--- config.mk ---
export PLATFORM = sky130hd
export DESIGN_NAME = sai_rx
export DESIGN_NICKNAME = d
export VERILOG_FILES = /design/src/rtl/sai_pkg.sv /design/src/rtl/sai_rx.sv /design/src/rtl/sai_sync.sv /design/src/rtl/sai_fifo.sv
export SDC_FILE = /design/constraint.sdc
export NUM_CORES = 1
export LEC_CHECK = 0
export BUFFER_PORTS_ARGS = -buffer_cell sky130_fd_sc_hd__buf_2
export CORE_UTILIZATION = 49
export DETAILED_ROUTE_END_ITERATION = 10
export GPL_TIMING_DRIVEN = 0
export PLACE_DENSITY = 0.67
export SYNTH_ARGS = -nofsm -noshare
export SYNTH_HDL_FRONTEND = slang
export SYNTH_SLANG_ARGS = --single-unit
--- constraint.sdc ---
create_clock -name clk -period 14.49 [get_ports clk]
set_input_delay 4.347 -clock clk [delete_from_list [all_inputs] [get_ports clk]]
set_output_delay 4.347 -clock clk [all_outputs]
set_load 0.05 [all_outputs]
--- src/rtl/sai_pkg.sv ---
`default_nettype none
package sai_pkg;
    // =====================================================================
    // register map (word offsets on the plain register port)
    localparam logic [11:0] SAI_CTRL_ADDR   = 12'h81f;
    localparam logic [11:0] SAI_STAT_ADDR   = 12'h820;
    localparam logic [7:0]  SAI_CTRL_RESET  = 8'h00;
    localparam int          SAI_FMT_LSB     = 0;
    localparam int          SAI_EDGE_BIT    = 3;
    localparam int          SAI_POL_BIT     = 4;
    localparam int          SAI_OVF_BIT     = 0;
    localparam int          SAI_LOCK_BIT    = 1;
    localparam int          SAI_WCLK_BIT    = 2;

    // =====================================================================
    // data shape and frame geometry
    localparam int          SAI_LANES       = 4;
    localparam int          SAI_WORD_BITS   = 24;
    localparam int          SAI_FIFO_DEPTH  = 16;
    localparam logic [7:0]  SAI_CNT_MAX     = 8'hff;
    localparam logic [7:0]  SAI_TDM_LAST    = 8'h18;  // slot position of the 24th bit

    // =====================================================================
    // format field codes
    typedef enum logic [2:0] {
        SAI_FMT_I2S   = 3'b000,
        SAI_FMT_LJ    = 3'b001,
        SAI_FMT_TDM   = 3'b010,
        SAI_FMT_RJ24  = 3'b011,
        SAI_FMT_RJ20  = 3'b100,
        SAI_FMT_RJ18  = 3'b101,
        SAI_FMT_RJ16A = 3'b110,
        SAI_FMT_RJ16B = 3'b111
    } sai_fmt_t;

    typedef struct packed {
        logic       word_clock_polarity_sel;
        logic       bit_clock_edge_sel;
        sai_fmt_t   fmt;
    } sai_ctrl_t;

    typedef struct packed {
        logic [2:0]  chan;
        logic [23:0] data;
    } sai_word_t;
endpackage : sai_pkg
`default_nettype wire

--- src/rtl/sai_rx.sv ---
// Notes on behaviour
// - stereo: left captured while word clock equals polarity bit, right otherwise
// - tdm, polarity 0: frame starts at sample edge after word clock falls
// - tdm, polarity 1: frame starts at sample edge after word clock rises
// - a word clock pulse is accepted; its first edge starts the frame
// - edge select 0: data changes on falling, sampled on rising; 1 reversed
// - polarity bits override format bits; all five are written in one access
// - justified formats expect word clock high for left, i.e. polarity set
// - tdm slot msb comes one bit clock after slot start
// - tdm slots 0-3 fill first half, 4-7 second half, eight per frame
// - format codes: 000 i2s, 001 left, 010 tdm, 011 right 24, wider shorter
//
// Chosen here: the address map and the address-and-strobe port.
`default_nettype none
module sai_rx
    import sai_pkg::*;
(
    input  wire logic                  clk,
    input  wire logic                  sys_rst,
    input  wire logic                  bit_clock_in,
    input  wire logic                  word_clock_in,
    input  wire logic [SAI_LANES-1:0]  serial_data_inputs,
    input  wire logic [11:0]           reg_addr,
    input  wire logic [7:0]            reg_wdata,
    input  wire logic                  reg_wr,
    input  wire logic                  reg_rd,
    output var  logic [7:0]            reg_rdata,
    output var  logic                  word_valid,
    input  wire logic                  word_ready,
    output var  logic [2:0]            word_chan,
    output var  logic [23:0]           word_data
);
    // =====================================================================
    // control and status registers
    sai_ctrl_t ctrl_r;
    logic      ovf_r;
    logic      locked_r;
    logic      ovf_evt;
    logic      ctrl_wr;
    logic      stat_wr;

    assign ctrl_wr = reg_wr && (reg_addr == SAI_CTRL_ADDR);
    assign stat_wr = reg_wr && (reg_addr == SAI_STAT_ADDR);

    // one write moves polarity, edge and format together
    always_ff @(posedge clk or posedge sys_rst) begin
        if (sys_rst) begin
            ctrl_r <= sai_ctrl_t'(SAI_CTRL_RESET[4:0]);
        end else if (ctrl_wr) begin
            ctrl_r <= sai_ctrl_t'(reg_wdata[4:0]);
        end
    end

    // sticky overflow: a new loss beats a same-cycle write-one clear
    always_ff @(posedge clk or posedge sys_rst) begin
        if (sys_rst) begin
            ovf_r <= 1'b0;
        end else if (ovf_evt) begin
            ovf_r <= 1'b1;
        end else if (stat_wr && reg_wdata[SAI_OVF_BIT]) begin
            ovf_r <= 1'b0;
        end
    end

    // =====================================================================
    // pin synchronisers and bit clock edge detection
    logic [SAI_LANES+1:0] pins_s;
    logic                 bclk_d_r;
    logic                 bclk_s;
    logic                 lr_s;
    logic [SAI_LANES-1:0] sd_s;

    sai_sync #(
        .W (SAI_LANES + 2)
    ) u_sync (
        .clk     (clk),
        .sys_rst (sys_rst),
        .din     ({bit_clock_in, word_clock_in, serial_data_inputs}),
        .dout    (pins_s)
    );

    assign bclk_s = pins_s[SAI_LANES+1];
    assign lr_s   = pins_s[SAI_LANES];
    assign sd_s   = pins_s[SAI_LANES-1:0];

    always_ff @(posedge clk or posedge sys_rst) begin
        if (sys_rst) bclk_d_r <= 1'b0;
        else         bclk_d_r <= bclk_s;
    end

    // =====================================================================
    // frame decode; the bit counter and last word clock level advance only on the sample edge
    logic       smp;
    logic       is_tdm;
    logic       is_i2s;
    logic       is_rj;
    logic       pol;
    logic       lr_prev_r;
    logic       lr_chg;
    logic       frame_start;
    logic       stereo_bnd;
    logic [7:0] cnt_r;
    logic [7:0] cnt_nxt;
    logic [7:0] pos;
    logic       delay;
    logic [4:0] rj_pad;

    // sample on the edge opposite the one where the source changes data
    assign smp = ctrl_r.bit_clock_edge_sel ? (bclk_d_r && !bclk_s)
                                           : (bclk_s && !bclk_d_r);

    assign is_tdm = (ctrl_r.fmt == SAI_FMT_TDM);
    assign is_i2s = (ctrl_r.fmt == SAI_FMT_I2S);
    assign is_rj  = ctrl_r.fmt[2] || (ctrl_r.fmt == SAI_FMT_RJ24);
    // justified formats are run with polarity set, so left is the high phase
    assign pol    = ctrl_r.word_clock_polarity_sel;
    assign lr_chg = smp && (lr_s != lr_prev_r);

    // tdm: only the edge into the polarity level starts a frame, so a
    // pulse is caught on its leading edge and its trailing edge is ignored
    assign frame_start = is_tdm && lr_chg && (lr_s == pol);
    assign stereo_bnd  = !is_tdm && lr_chg;

    // msb sits one bit clock after the slot start in i2s and tdm
    assign delay = is_tdm || is_i2s;

    always_comb begin
        unique case (ctrl_r.fmt)
            SAI_FMT_RJ20:  rj_pad = 5'h04;
            SAI_FMT_RJ18:  rj_pad = 5'h06;
            SAI_FMT_RJ16A: rj_pad = 5'h08;
            SAI_FMT_RJ16B: rj_pad = 5'h08;
            default:       rj_pad = 5'h00;
        endcase
    end

    always_comb begin
        if (frame_start || stereo_bnd) begin
            cnt_nxt = 8'h00;
        end else if (cnt_r == SAI_CNT_MAX && !is_tdm) begin
            cnt_nxt = cnt_r; // long stereo halves saturate
        end else begin
            cnt_nxt = cnt_r + 8'h01; // tdm wraps after 256 bit clocks
        end
    end

    // position inside the current word; tdm slots are 32 bit clocks wide
    assign pos = is_tdm ? {3'h0, cnt_nxt[4:0]} : cnt_nxt;

    always_ff @(posedge clk or posedge sys_rst) begin
        if (sys_rst) begin
            cnt_r     <= 8'h00;
            lr_prev_r <= 1'b0;
        end else if (smp) begin
            cnt_r     <= cnt_nxt;
            lr_prev_r <= lr_s;
        end
    end

    // lock after the first frame marker; any control write forces relock,
    // but a marker in the same cycle wins, like every hardware-set flag
    always_ff @(posedge clk or posedge sys_rst) begin
        if (sys_rst) begin
            locked_r <= 1'b0;
        end else if (frame_start || stereo_bnd) begin
            locked_r <= 1'b1;
        end else if (ctrl_wr) begin
            locked_r <= 1'b0;
        end
    end

    // =====================================================================
    // per-lane word assembly, msb first
    logic [23:0] acc_r [SAI_LANES];
    logic [23:0] shr_r [SAI_LANES];
    sai_word_t   fin   [SAI_LANES];
    logic [7:0]  widx;
    logic        wr_bit;
    logic        i2s_tail;
    logic        old_right;

    assign widx      = pos - {7'h00, delay};
    assign wr_bit    = (pos >= {7'h00, delay}) && (widx < 8'(SAI_WORD_BITS));
    assign i2s_tail  = is_i2s && (cnt_r < 8'(SAI_WORD_BITS));
    assign old_right = (lr_prev_r != pol);

    genvar k;
    generate
        for (k = 0; k < SAI_LANES; k++) begin : g_lane
            always_ff @(posedge clk or posedge sys_rst) begin
                if (sys_rst) begin
                    acc_r[k] <= 24'h000000;
                    shr_r[k] <= 24'h000000;
                end else if (smp) begin
                    shr_r[k] <= {shr_r[k][22:0], sd_s[k]};
                    if (pos == 8'h00) begin
                        acc_r[k] <= wr_bit ? {sd_s[k], 23'h000000} : 24'h000000;
                    end else if (wr_bit) begin
                        acc_r[k][5'd23 - widx[4:0]] <= sd_s[k];
                    end
                end
            end

            // finished word at a stereo boundary: in i2s the boundary bit
            // is still the old word's tail, in left justified it is the new msb
            always_comb begin
                fin[k].chan = {2'(k), old_right};
                if (is_rj) begin
                    fin[k].data = shr_r[k] << rj_pad;
                end else if (i2s_tail) begin
                    fin[k].data = acc_r[k]
                                | ({23'h000000, sd_s[k]} << (5'd23 - cnt_r[4:0]));
                end else begin
                    fin[k].data = acc_r[k];
                end
            end
        end
    endgenerate

    // =====================================================================
    // pending words, drained one per clock into the fifo
    sai_word_t            pend_r [SAI_LANES];
    logic [SAI_LANES-1:0] pend_v_r;
    logic                 tdm_emit;
    logic                 st_emit;
    logic [1:0]           sel;
    logic                 fifo_in_ready;
    sai_word_t            fifo_out;
    logic                 fifo_out_valid;

    // the slot's 24th bit was sampled this edge
    assign tdm_emit = smp && is_tdm && locked_r && (pos == SAI_TDM_LAST);
    assign st_emit  = stereo_bnd && locked_r;

    // a new emit while words are still waiting means the core fell behind
    assign ovf_evt = (tdm_emit || st_emit) && (pend_v_r != '0);

    always_comb begin
        sel = 2'd0;
        for (int i = SAI_LANES - 1; i >= 0; i--) begin
            if (pend_v_r[i]) sel = 2'(i);
        end
    end

    always_ff @(posedge clk or posedge sys_rst) begin
        if (sys_rst) begin
            pend_v_r <= '0;
            for (int i = 0; i < SAI_LANES; i++) pend_r[i] <= '0;
        end else if (tdm_emit) begin
            // tdm uses lane 0 only; the other inputs are ignored
            pend_v_r     <= 4'h1;
            pend_r[0]    <= '{chan: cnt_nxt[7:5], data: {acc_r[0][23:1], sd_s[0]}};
        end else if (st_emit) begin
            pend_v_r <= 4'hf;
            for (int i = 0; i < SAI_LANES; i++) pend_r[i] <= fin[i];
        end else if (fifo_in_ready) begin
            pend_v_r[sel] <= 1'b0; // fifo full stalls the drain
        end
    end

    sai_fifo #(
        .W     ($bits(sai_word_t)),
        .DEPTH (SAI_FIFO_DEPTH)
    ) u_fifo (
        .clk       (clk),
        .sys_rst   (sys_rst),
        .in_valid  (pend_v_r[sel]),
        .in_ready  (fifo_in_ready),
        .in_data   (pend_r[sel]),
        .out_valid (fifo_out_valid),
        .out_ready (word_ready),
        .out_data  (fifo_out)
    );

    assign word_valid = fifo_out_valid;
    assign word_chan  = fifo_out.chan;
    assign word_data  = fifo_out.data;

    // =====================================================================
    // register read port: data valid in the cycle after the strobe
    always_ff @(posedge clk or posedge sys_rst) begin
        if (sys_rst) begin
            reg_rdata <= 8'h00;
        end else if (reg_rd) begin
            if (reg_addr == SAI_CTRL_ADDR) begin
                reg_rdata <= {3'h0, ctrl_r};
            end else if (reg_addr == SAI_STAT_ADDR) begin
                reg_rdata <= {5'h00, lr_s, locked_r, ovf_r};
            end else begin
                reg_rdata <= 8'h00;
            end
        end else begin
            reg_rdata <= 8'h00;
        end
    end
endmodule // sai_rx
`default_nettype wire

--- src/rtl/sai_sync.sv ---
`default_nettype none
module sai_sync
    import sai_pkg::*;
#(
    parameter int W = 1
) (
    input  wire logic         clk,
    input  wire logic         sys_rst,
    input  wire logic [W-1:0] din,
    output var  logic [W-1:0] dout
);
    // =====================================================================
    // two-stage synchroniser; stage one feeds only stage two
    logic [W-1:0] meta_r;

    always_ff @(posedge clk or posedge sys_rst) begin
        if (sys_rst) begin
            meta_r <= '0;
            dout   <= '0;
        end else begin
            meta_r <= din;
            dout   <= meta_r;
        end
    end
endmodule // sai_sync
`default_nettype wire

--- src/rtl/sai_fifo.sv ---
`default_nettype none
module sai_fifo
    import sai_pkg::*;
#(
    parameter int W     = 27,
    parameter int DEPTH = 16
) (
    input  wire logic         clk,
    input  wire logic         sys_rst,
    input  wire logic         in_valid,
    output logic              in_ready,
    input  wire logic [W-1:0] in_data,
    output var  logic         out_valid,
    input  wire logic         out_ready,
    output var  logic [W-1:0] out_data
);
    localparam int AW = $clog2(DEPTH);

    // =====================================================================
    // storage plus a registered output stage
    logic [W-1:0] mem [DEPTH];
    logic [AW-1:0] wptr_r;
    logic [AW-1:0] rptr_r;
    logic [AW:0]   count_r;
    logic          push;
    logic          pop;

    assign in_ready = (count_r != (AW+1)'(DEPTH));
    assign push     = in_valid && in_ready;
    assign pop      = (count_r != '0) && (!out_valid || out_ready);

    // write side
    always_ff @(posedge clk) begin
        if (push) begin
            mem[wptr_r] <= in_data;
        end
    end

    // pointers and fill level
    always_ff @(posedge clk or posedge sys_rst) begin
        if (sys_rst) begin
            wptr_r  <= '0;
            rptr_r  <= '0;
            count_r <= '0;
        end else begin
            if (push) wptr_r <= wptr_r + 1'b1;
            if (pop)  rptr_r <= rptr_r + 1'b1;
            count_r <= count_r + (AW+1)'(push) - (AW+1)'(pop);
        end
    end

    // output register holds a word until the drain side takes it
    always_ff @(posedge clk or posedge sys_rst) begin
        if (sys_rst) begin
            out_valid <= 1'b0;
            out_data  <= '0;
        end else if (pop) begin
            out_valid <= 1'b1;
            out_data  <= mem[rptr_r];
        end else if (out_ready) begin
            out_valid <= 1'b0;
        end
    end
endmodule // sai_fifo
`default_nettype wire

==> Word level (Yosys, flattened, before mapping) <==
Memory sizes are Yosys's and may differ from the RTL's. A register that Yosys moved wholly into a read port is not among the register bits.
Cells that the tools add are included.
{ "op_classes": {"n_addsub": 8, "n_mul": 0, "div_mod_pow": 0, "order_cmp": 8, "n_eq_ne": 14, "shifts": 8, "n_mux": 58, "n_bitwise": 8, "n_reduce_logical": 43} }
{ "op_table": {"columns": ["op", "n"], "rows": [
  ["24-bit 2-to-1 mux", 20],
  ["108-bit 2-to-1 mux", 1],
  ["24-bit bitwise mux", 4],
  ["24-bit OR", 4],
  ["1-bit by 5-bit << shifter with 24-bit output", 4],
  ["24-bit by 5-bit << shifter with 24-bit output", 4],
  ["27-bit 2-to-1 mux", 3],
  ["27-bit binary-select mux with 2-bit select", 1],
  ["8-bit 2-to-1 mux", 4],
  ["12-bit equality test, second input constant", 2],
  ["1-bit logical AND", 21],
  ["8-bit by 5-bit < comparator with 1-bit output, second input constant", 2],
  ["3-bit equality test, second input constant", 4],
  ["1-bit 2-to-1 mux", 12],
  ["4-bit 2-to-1 mux", 3],
  ["4-bit case mux with 3 select lines", 1],
  ["2-bit nonzero test", 5],
  ["5-bit subtractor, first input constant", 2],
  ["4-bit by 1-bit adder with 4-bit output, second input constant", 2],
  ["8-bit by 1-bit adder with 8-bit output, second input constant", 1],
  ["8-bit by 5-bit equality test with 1-bit output, second input constant", 1],
  ["8-bit equality test, second input constant", 1],
  ["8-bit by 1-bit >= comparator with 1-bit output", 1],
  ["8-bit logical NOT", 1],
  ["other kinds (30)", 43]
]} }
{ "totals": {"regBits": 350, "latch_bits": 0, "ram_bits": 432, "romBits": 0, "in_bits": 31, "output_inout_bits": 36, "word_cells": 179, "n_memories": 1} }
{ "memory_table": {"columns": ["memory", "words", "width", "read_ports", "rd_ports_with_merged_regs", "write_ports", "line_no", "text"], "rows": [
  ["u_fifo.mem", 16, 27, 1, 1, 1, "sai_fifo.sv:21", "logic [W-1:0] mem [DEPTH];"]
]} }

==> Depth between registers and ports, before layout <==
{ "logic_depth": {"word_depth": 18, "depth_mapped": 16, "depth_no_buf": 14} }

==> By module <==
From an unflattened synthesis, not the netlist that was laid out.
{ "unflattened": {"hier_cells": 2978, "hier_area_um2": 36366.1} }
{ "by_module_without_submodules": {"columns": ["module", "n_inst", "cells_each", "area_per_inst_um2", "seq_area_each_um2"], "rows": [
  ["sai_fifo", 1, 848, 18227.5, 13998.4],
  ["sai_rx", 1, 2117, 17834.6, 7982.7],
  ["sai_sync", 1, 13, 304.0, 300.3]
]} }

==> Worst setup path after synthesis <==
No wires, ideal clock.
{ "synth_path": {"path_type": "in2reg", "start": "input word_ready", "end": "register u_fifo.count_r[4]", "setup_ns": 0.125, "t_arrival_ns": 6.303, "required_time_ns": 14.365, "slack_ns": 8.062, "path_stages": 13, "n_path_buf": 1, "cell_sequence": "inv_1 -> a21oi_1 -> clkbuf_1 -> ha_1 -> inv_1 -> ha_1 -> inv_1 -> fa_1 -> inv_1 -> a21oi_1 -> nor2_1 -> nor2_1 -> xnor2_1"} }
{ "synth_via": {"elab_chain_len": 3} }
{ "synth_lines": {"columns": ["item", "line_no", "text"], "rows": [
  ["start: declaration", "sai_rx.sv:29", "input wire logic word_ready,"],
  ["1-bit logical OR", "sai_fifo.sv:30", "assign pop = (count_r != '0) && (!out_valid || out_ready);"],
  ["1-bit logical AND", "sai_fifo.sv:30", null],
  ["net u_fifo.pop", "sai_fifo.sv:26", "logic pop;"],
  ["5-bit by 1-bit subtractor with 5-bit output", "sai_fifo.sv:48", "count_r <= count_r + (AW+1)'(push) - (AW+1)'(pop);"],
  ["end signal: assignment", "sai_fifo.sv:48", null],
  ["end: declaration", "sai_fifo.sv:24", "logic [AW:0] count_r;"]
]} }
The timed path passes the listed nets, and every way through them passes these cells.
A chain may end at the register's enable or synchronous reset.

==> Final worst setup path <==
Ends and elaborated chain as after synthesis.

==> impl_metrics.json <==
{
  "maxSlewHeadroom_pct": 0.834,
  "placement.cell_area_sq_um": 37800,
  "outcome": "finished with violations",
  "io_buffers": 60,
  "syn_area_per_cell_sq_um": 13.0,
  "ys_types": 86,
  "drive_gt1_share_pct": 15.9,
  "finalNetCount": 2958,
  "floorplan.initialDensity_pct": 49.6,
  "worstMarginPinSlew_ns": 1.48,
  "final_cell_mix": "492 x nand2_1, 432 x edfxtp_1, 372 x dfrtp_1",
  "grt_pass1_vias": 24831,
  "final_common_cell": "nand2_1",
  "cts_resized": 0,
  "die_h_microns": 271,
  "synth_mux_area_share_pct": 10.9,
  "tritoncts": "built",
  "power.leakage_nw": 15.5,
  "antenna_found_initial": 3,
  "netlist_instances": 2725,
  "post-route-period-util_pct": 46.8,
  "cap_viol_max_count": 1,
  "synth-compound-area-share_pct": 12.7,
  "synth_xor_area_share_pct": 0.370,
  "dr.pass1.iters": 6,
  "wirelength_mm": 116,
  "start_kind": "input port",
  "hold_depth": 0,
  "ctsRootBufferMaster": "clkbuf_16",
  "cts.sinks": 804,
  "hpwl_mm": 84.7,
  "synth-main-ff-cell": "edfxtp_1",
  "cp_max_fo": 10,
  "overflow": 0,
  "setup_violations": 0,
  "timing.hold.ws_ns": 0.350,
  "synthAdderAreaFrac_pct": 0.585,
  "finalClockSkew_ns": 0.0263,
  "grt_pass1_wl_mm": 170,
  "path_clk_slew_ns": 0.06,
  "cp-end-kind": "flip-flop",
  "ir_worst_vdd_uv": 143,
  "hold_class": "flip-flop to flip-flop",
  "ys_async_sr_fraction_pct": 46.3,
  "worstPathRequired_ns": 15.01,
  "drtIter0Drc": 3100,
  "grtUsageTotal_pct": 31.7,
  "insertion_delay_ns": 0.65,
  "synth_top_family_by_area": "compound AO/OA/AOI/OAI gates",
  "clockBufferDepth": 3,
  "crit_arrival_ns": 7.30,
  "post_cts_buffers": 0,
  "io_pins": 67,
  "critPathKind": "input port to flip-flop",
  "fp.dieW_microns": 271,
  "violations": "capacitance limit",
  "cts_hold_buf": 0,
  "fmax_ghz": 0.148,
  "vias": 24988,
  "gp_congestion": 1.00,
  "numCtsBuffers": 84,
  "grt_start_max_net_pins": 44,
  "design_area_sq_um": 40800,
  "dieArea_sq_um": 73600,
  "placementRows": 98,
  "wl_per_cell_microns": 29.5,
  "rsz0062_at_grt": "no",
  "yosys.area_share.simple_pct": 10.2,
  "avgViaCountPerCell": 6.36,
  "final_antenna_net_count": 0,
  "pre_cts_slack_ns": 7.05,
  "area_delta_synth_final_pct": 14.8,
  "synth-edff-count": 432,
  "powerDensity_nw_per_um2": 198,
  "yosysSeqAreaShare_pct": 62.7,
  "timing.final.max_slew_violations": 0,
  "core-area_sq_um": 71600,
  "ys_seq_elements": 804,
  "fin_ws_ns": 7.71,
  "netlist_area_sq_um": 35500,
  "fin_tns_setup_ns": 0,
  "yosysWarnings": 0,
  "finalCriticalPeriod_ns": 6.78,
  "hold_viol": 0,
  "cts_htree_levels": 3,
  "drcViolationCount": 0,
  "r2r_cells": 13
}
-- worst paths after layout --
check / from / endpoint / slack [ns]
worst min register to register: u_sync.meta_r[1] / u_sync.dout[1] / 0.35
worst min-delay path: u_sync.meta_r[1] / u_sync.dout[1] / 0.35
worst max-delay path: word_ready / u_fifo.count_r[4] / 7.71
min in group asynchronous: sys_rst / u_fifo.out_data[14] / 3.62
worst max register to register: ctrl_r[0] / acc_r[29] / 9.24
max in group asynchronous: sys_rst / shr_r[72] / 9.29
-- final cells by class --
cell class,instances,area [sq um]
tap,950,1190
clock inverter,30,468
inverter,28,109
multi-input combinational,1694,12600
clock buffer,125,2410
timing repair buffer,98,963
fill,5774,30800
antenna,1,2.50
sequential,804,22300
buffer,201,793
-- flip-flops by register name, indices dropped and copies added, names as in the netlist, 5 cells and up --
register and count:
u_fifo.mem 432, pend_r 101, acc_r 96, shr_r 96
u_fifo.out_data 27, cnt_r 8, u_sync.dout 6, u_sync.meta_r 6
reg_rdata 5, u_fifo.count_r 5
-- through the flow --
step	total power, mW	util, %	std cells
2_1_floorplan	4.88	-	2727
3_3_place_gp	5.69	51.7	3737
3_5_place_dp	5.82	52.8	3773
4_1_cts	8.08	56.8	3928
5_1_grt	8.38	56.9	3930
6_report	8.08	56.9	3931
-- synthesized netlist by cell type (all sizes together), types with 33 or more instances --
library cell,count,area (sq um)
o22ai,33,206
mux4,135,3040
nor2,146,573
clkbuf,152,571
dfrtp,372,9310
mux2,34,383
mux2i,45,454
a31oi,47,294
a22oi,39,293
nand2,494,1860
a221oi,39,342
a21oi,121,621
edfxtp,432,13000
a211oi,35,268
buf,49,223
o21ai,74,370
a22o,93,815
-- metal layers --
metal	vias up	track usage [%]	wire, microns
li1	10727	-	-
met1	12896	42.7	46400
met2	1133	52.6	56900
met3	230	3.78	7390
met4	2	13.1	5240
met5	-	0	12
-- power by group --
part | internal (mW) | total, mW | switching [mW]
logic | 0.952 | 2.53 | 1.58
clock network | 1.32 | 2.24 | 0.915
registers | 2.99 | 3.31 | 0.323
total | 5.26 | 8.08 | 2.82
-- critical path, cell delays in order --
cell	delay, ns
buf_2	0.09
inv_1	0.04
a21oi_1	0.65
clkbuf_1	0.69
ha_1	0.35
inv_1	0.06
ha_1	0.17
inv_1	0.07
fa_1	0.43
inv_1	0.07
a21oi_1	0.06
nor2_1	0.09
nor2_1	0.06
xnor2_1	0.11
-- kinds of logic (layout without fill, tap and decap cells) --
logic type / after synthesis / in the layout
buffers and inverters: 229 / 482
muxes: 214 / 214
other: 1 / 4
adders and majority gates: 16 / 16
xor gates and xnor gates: 15 / 15
AOI/OAI and AO/OA: 629 / 629
and+or+nand+nor: 817 / 817
DFF: 804 / 804
Note: power is estimated with default switching activity, not from simulation.
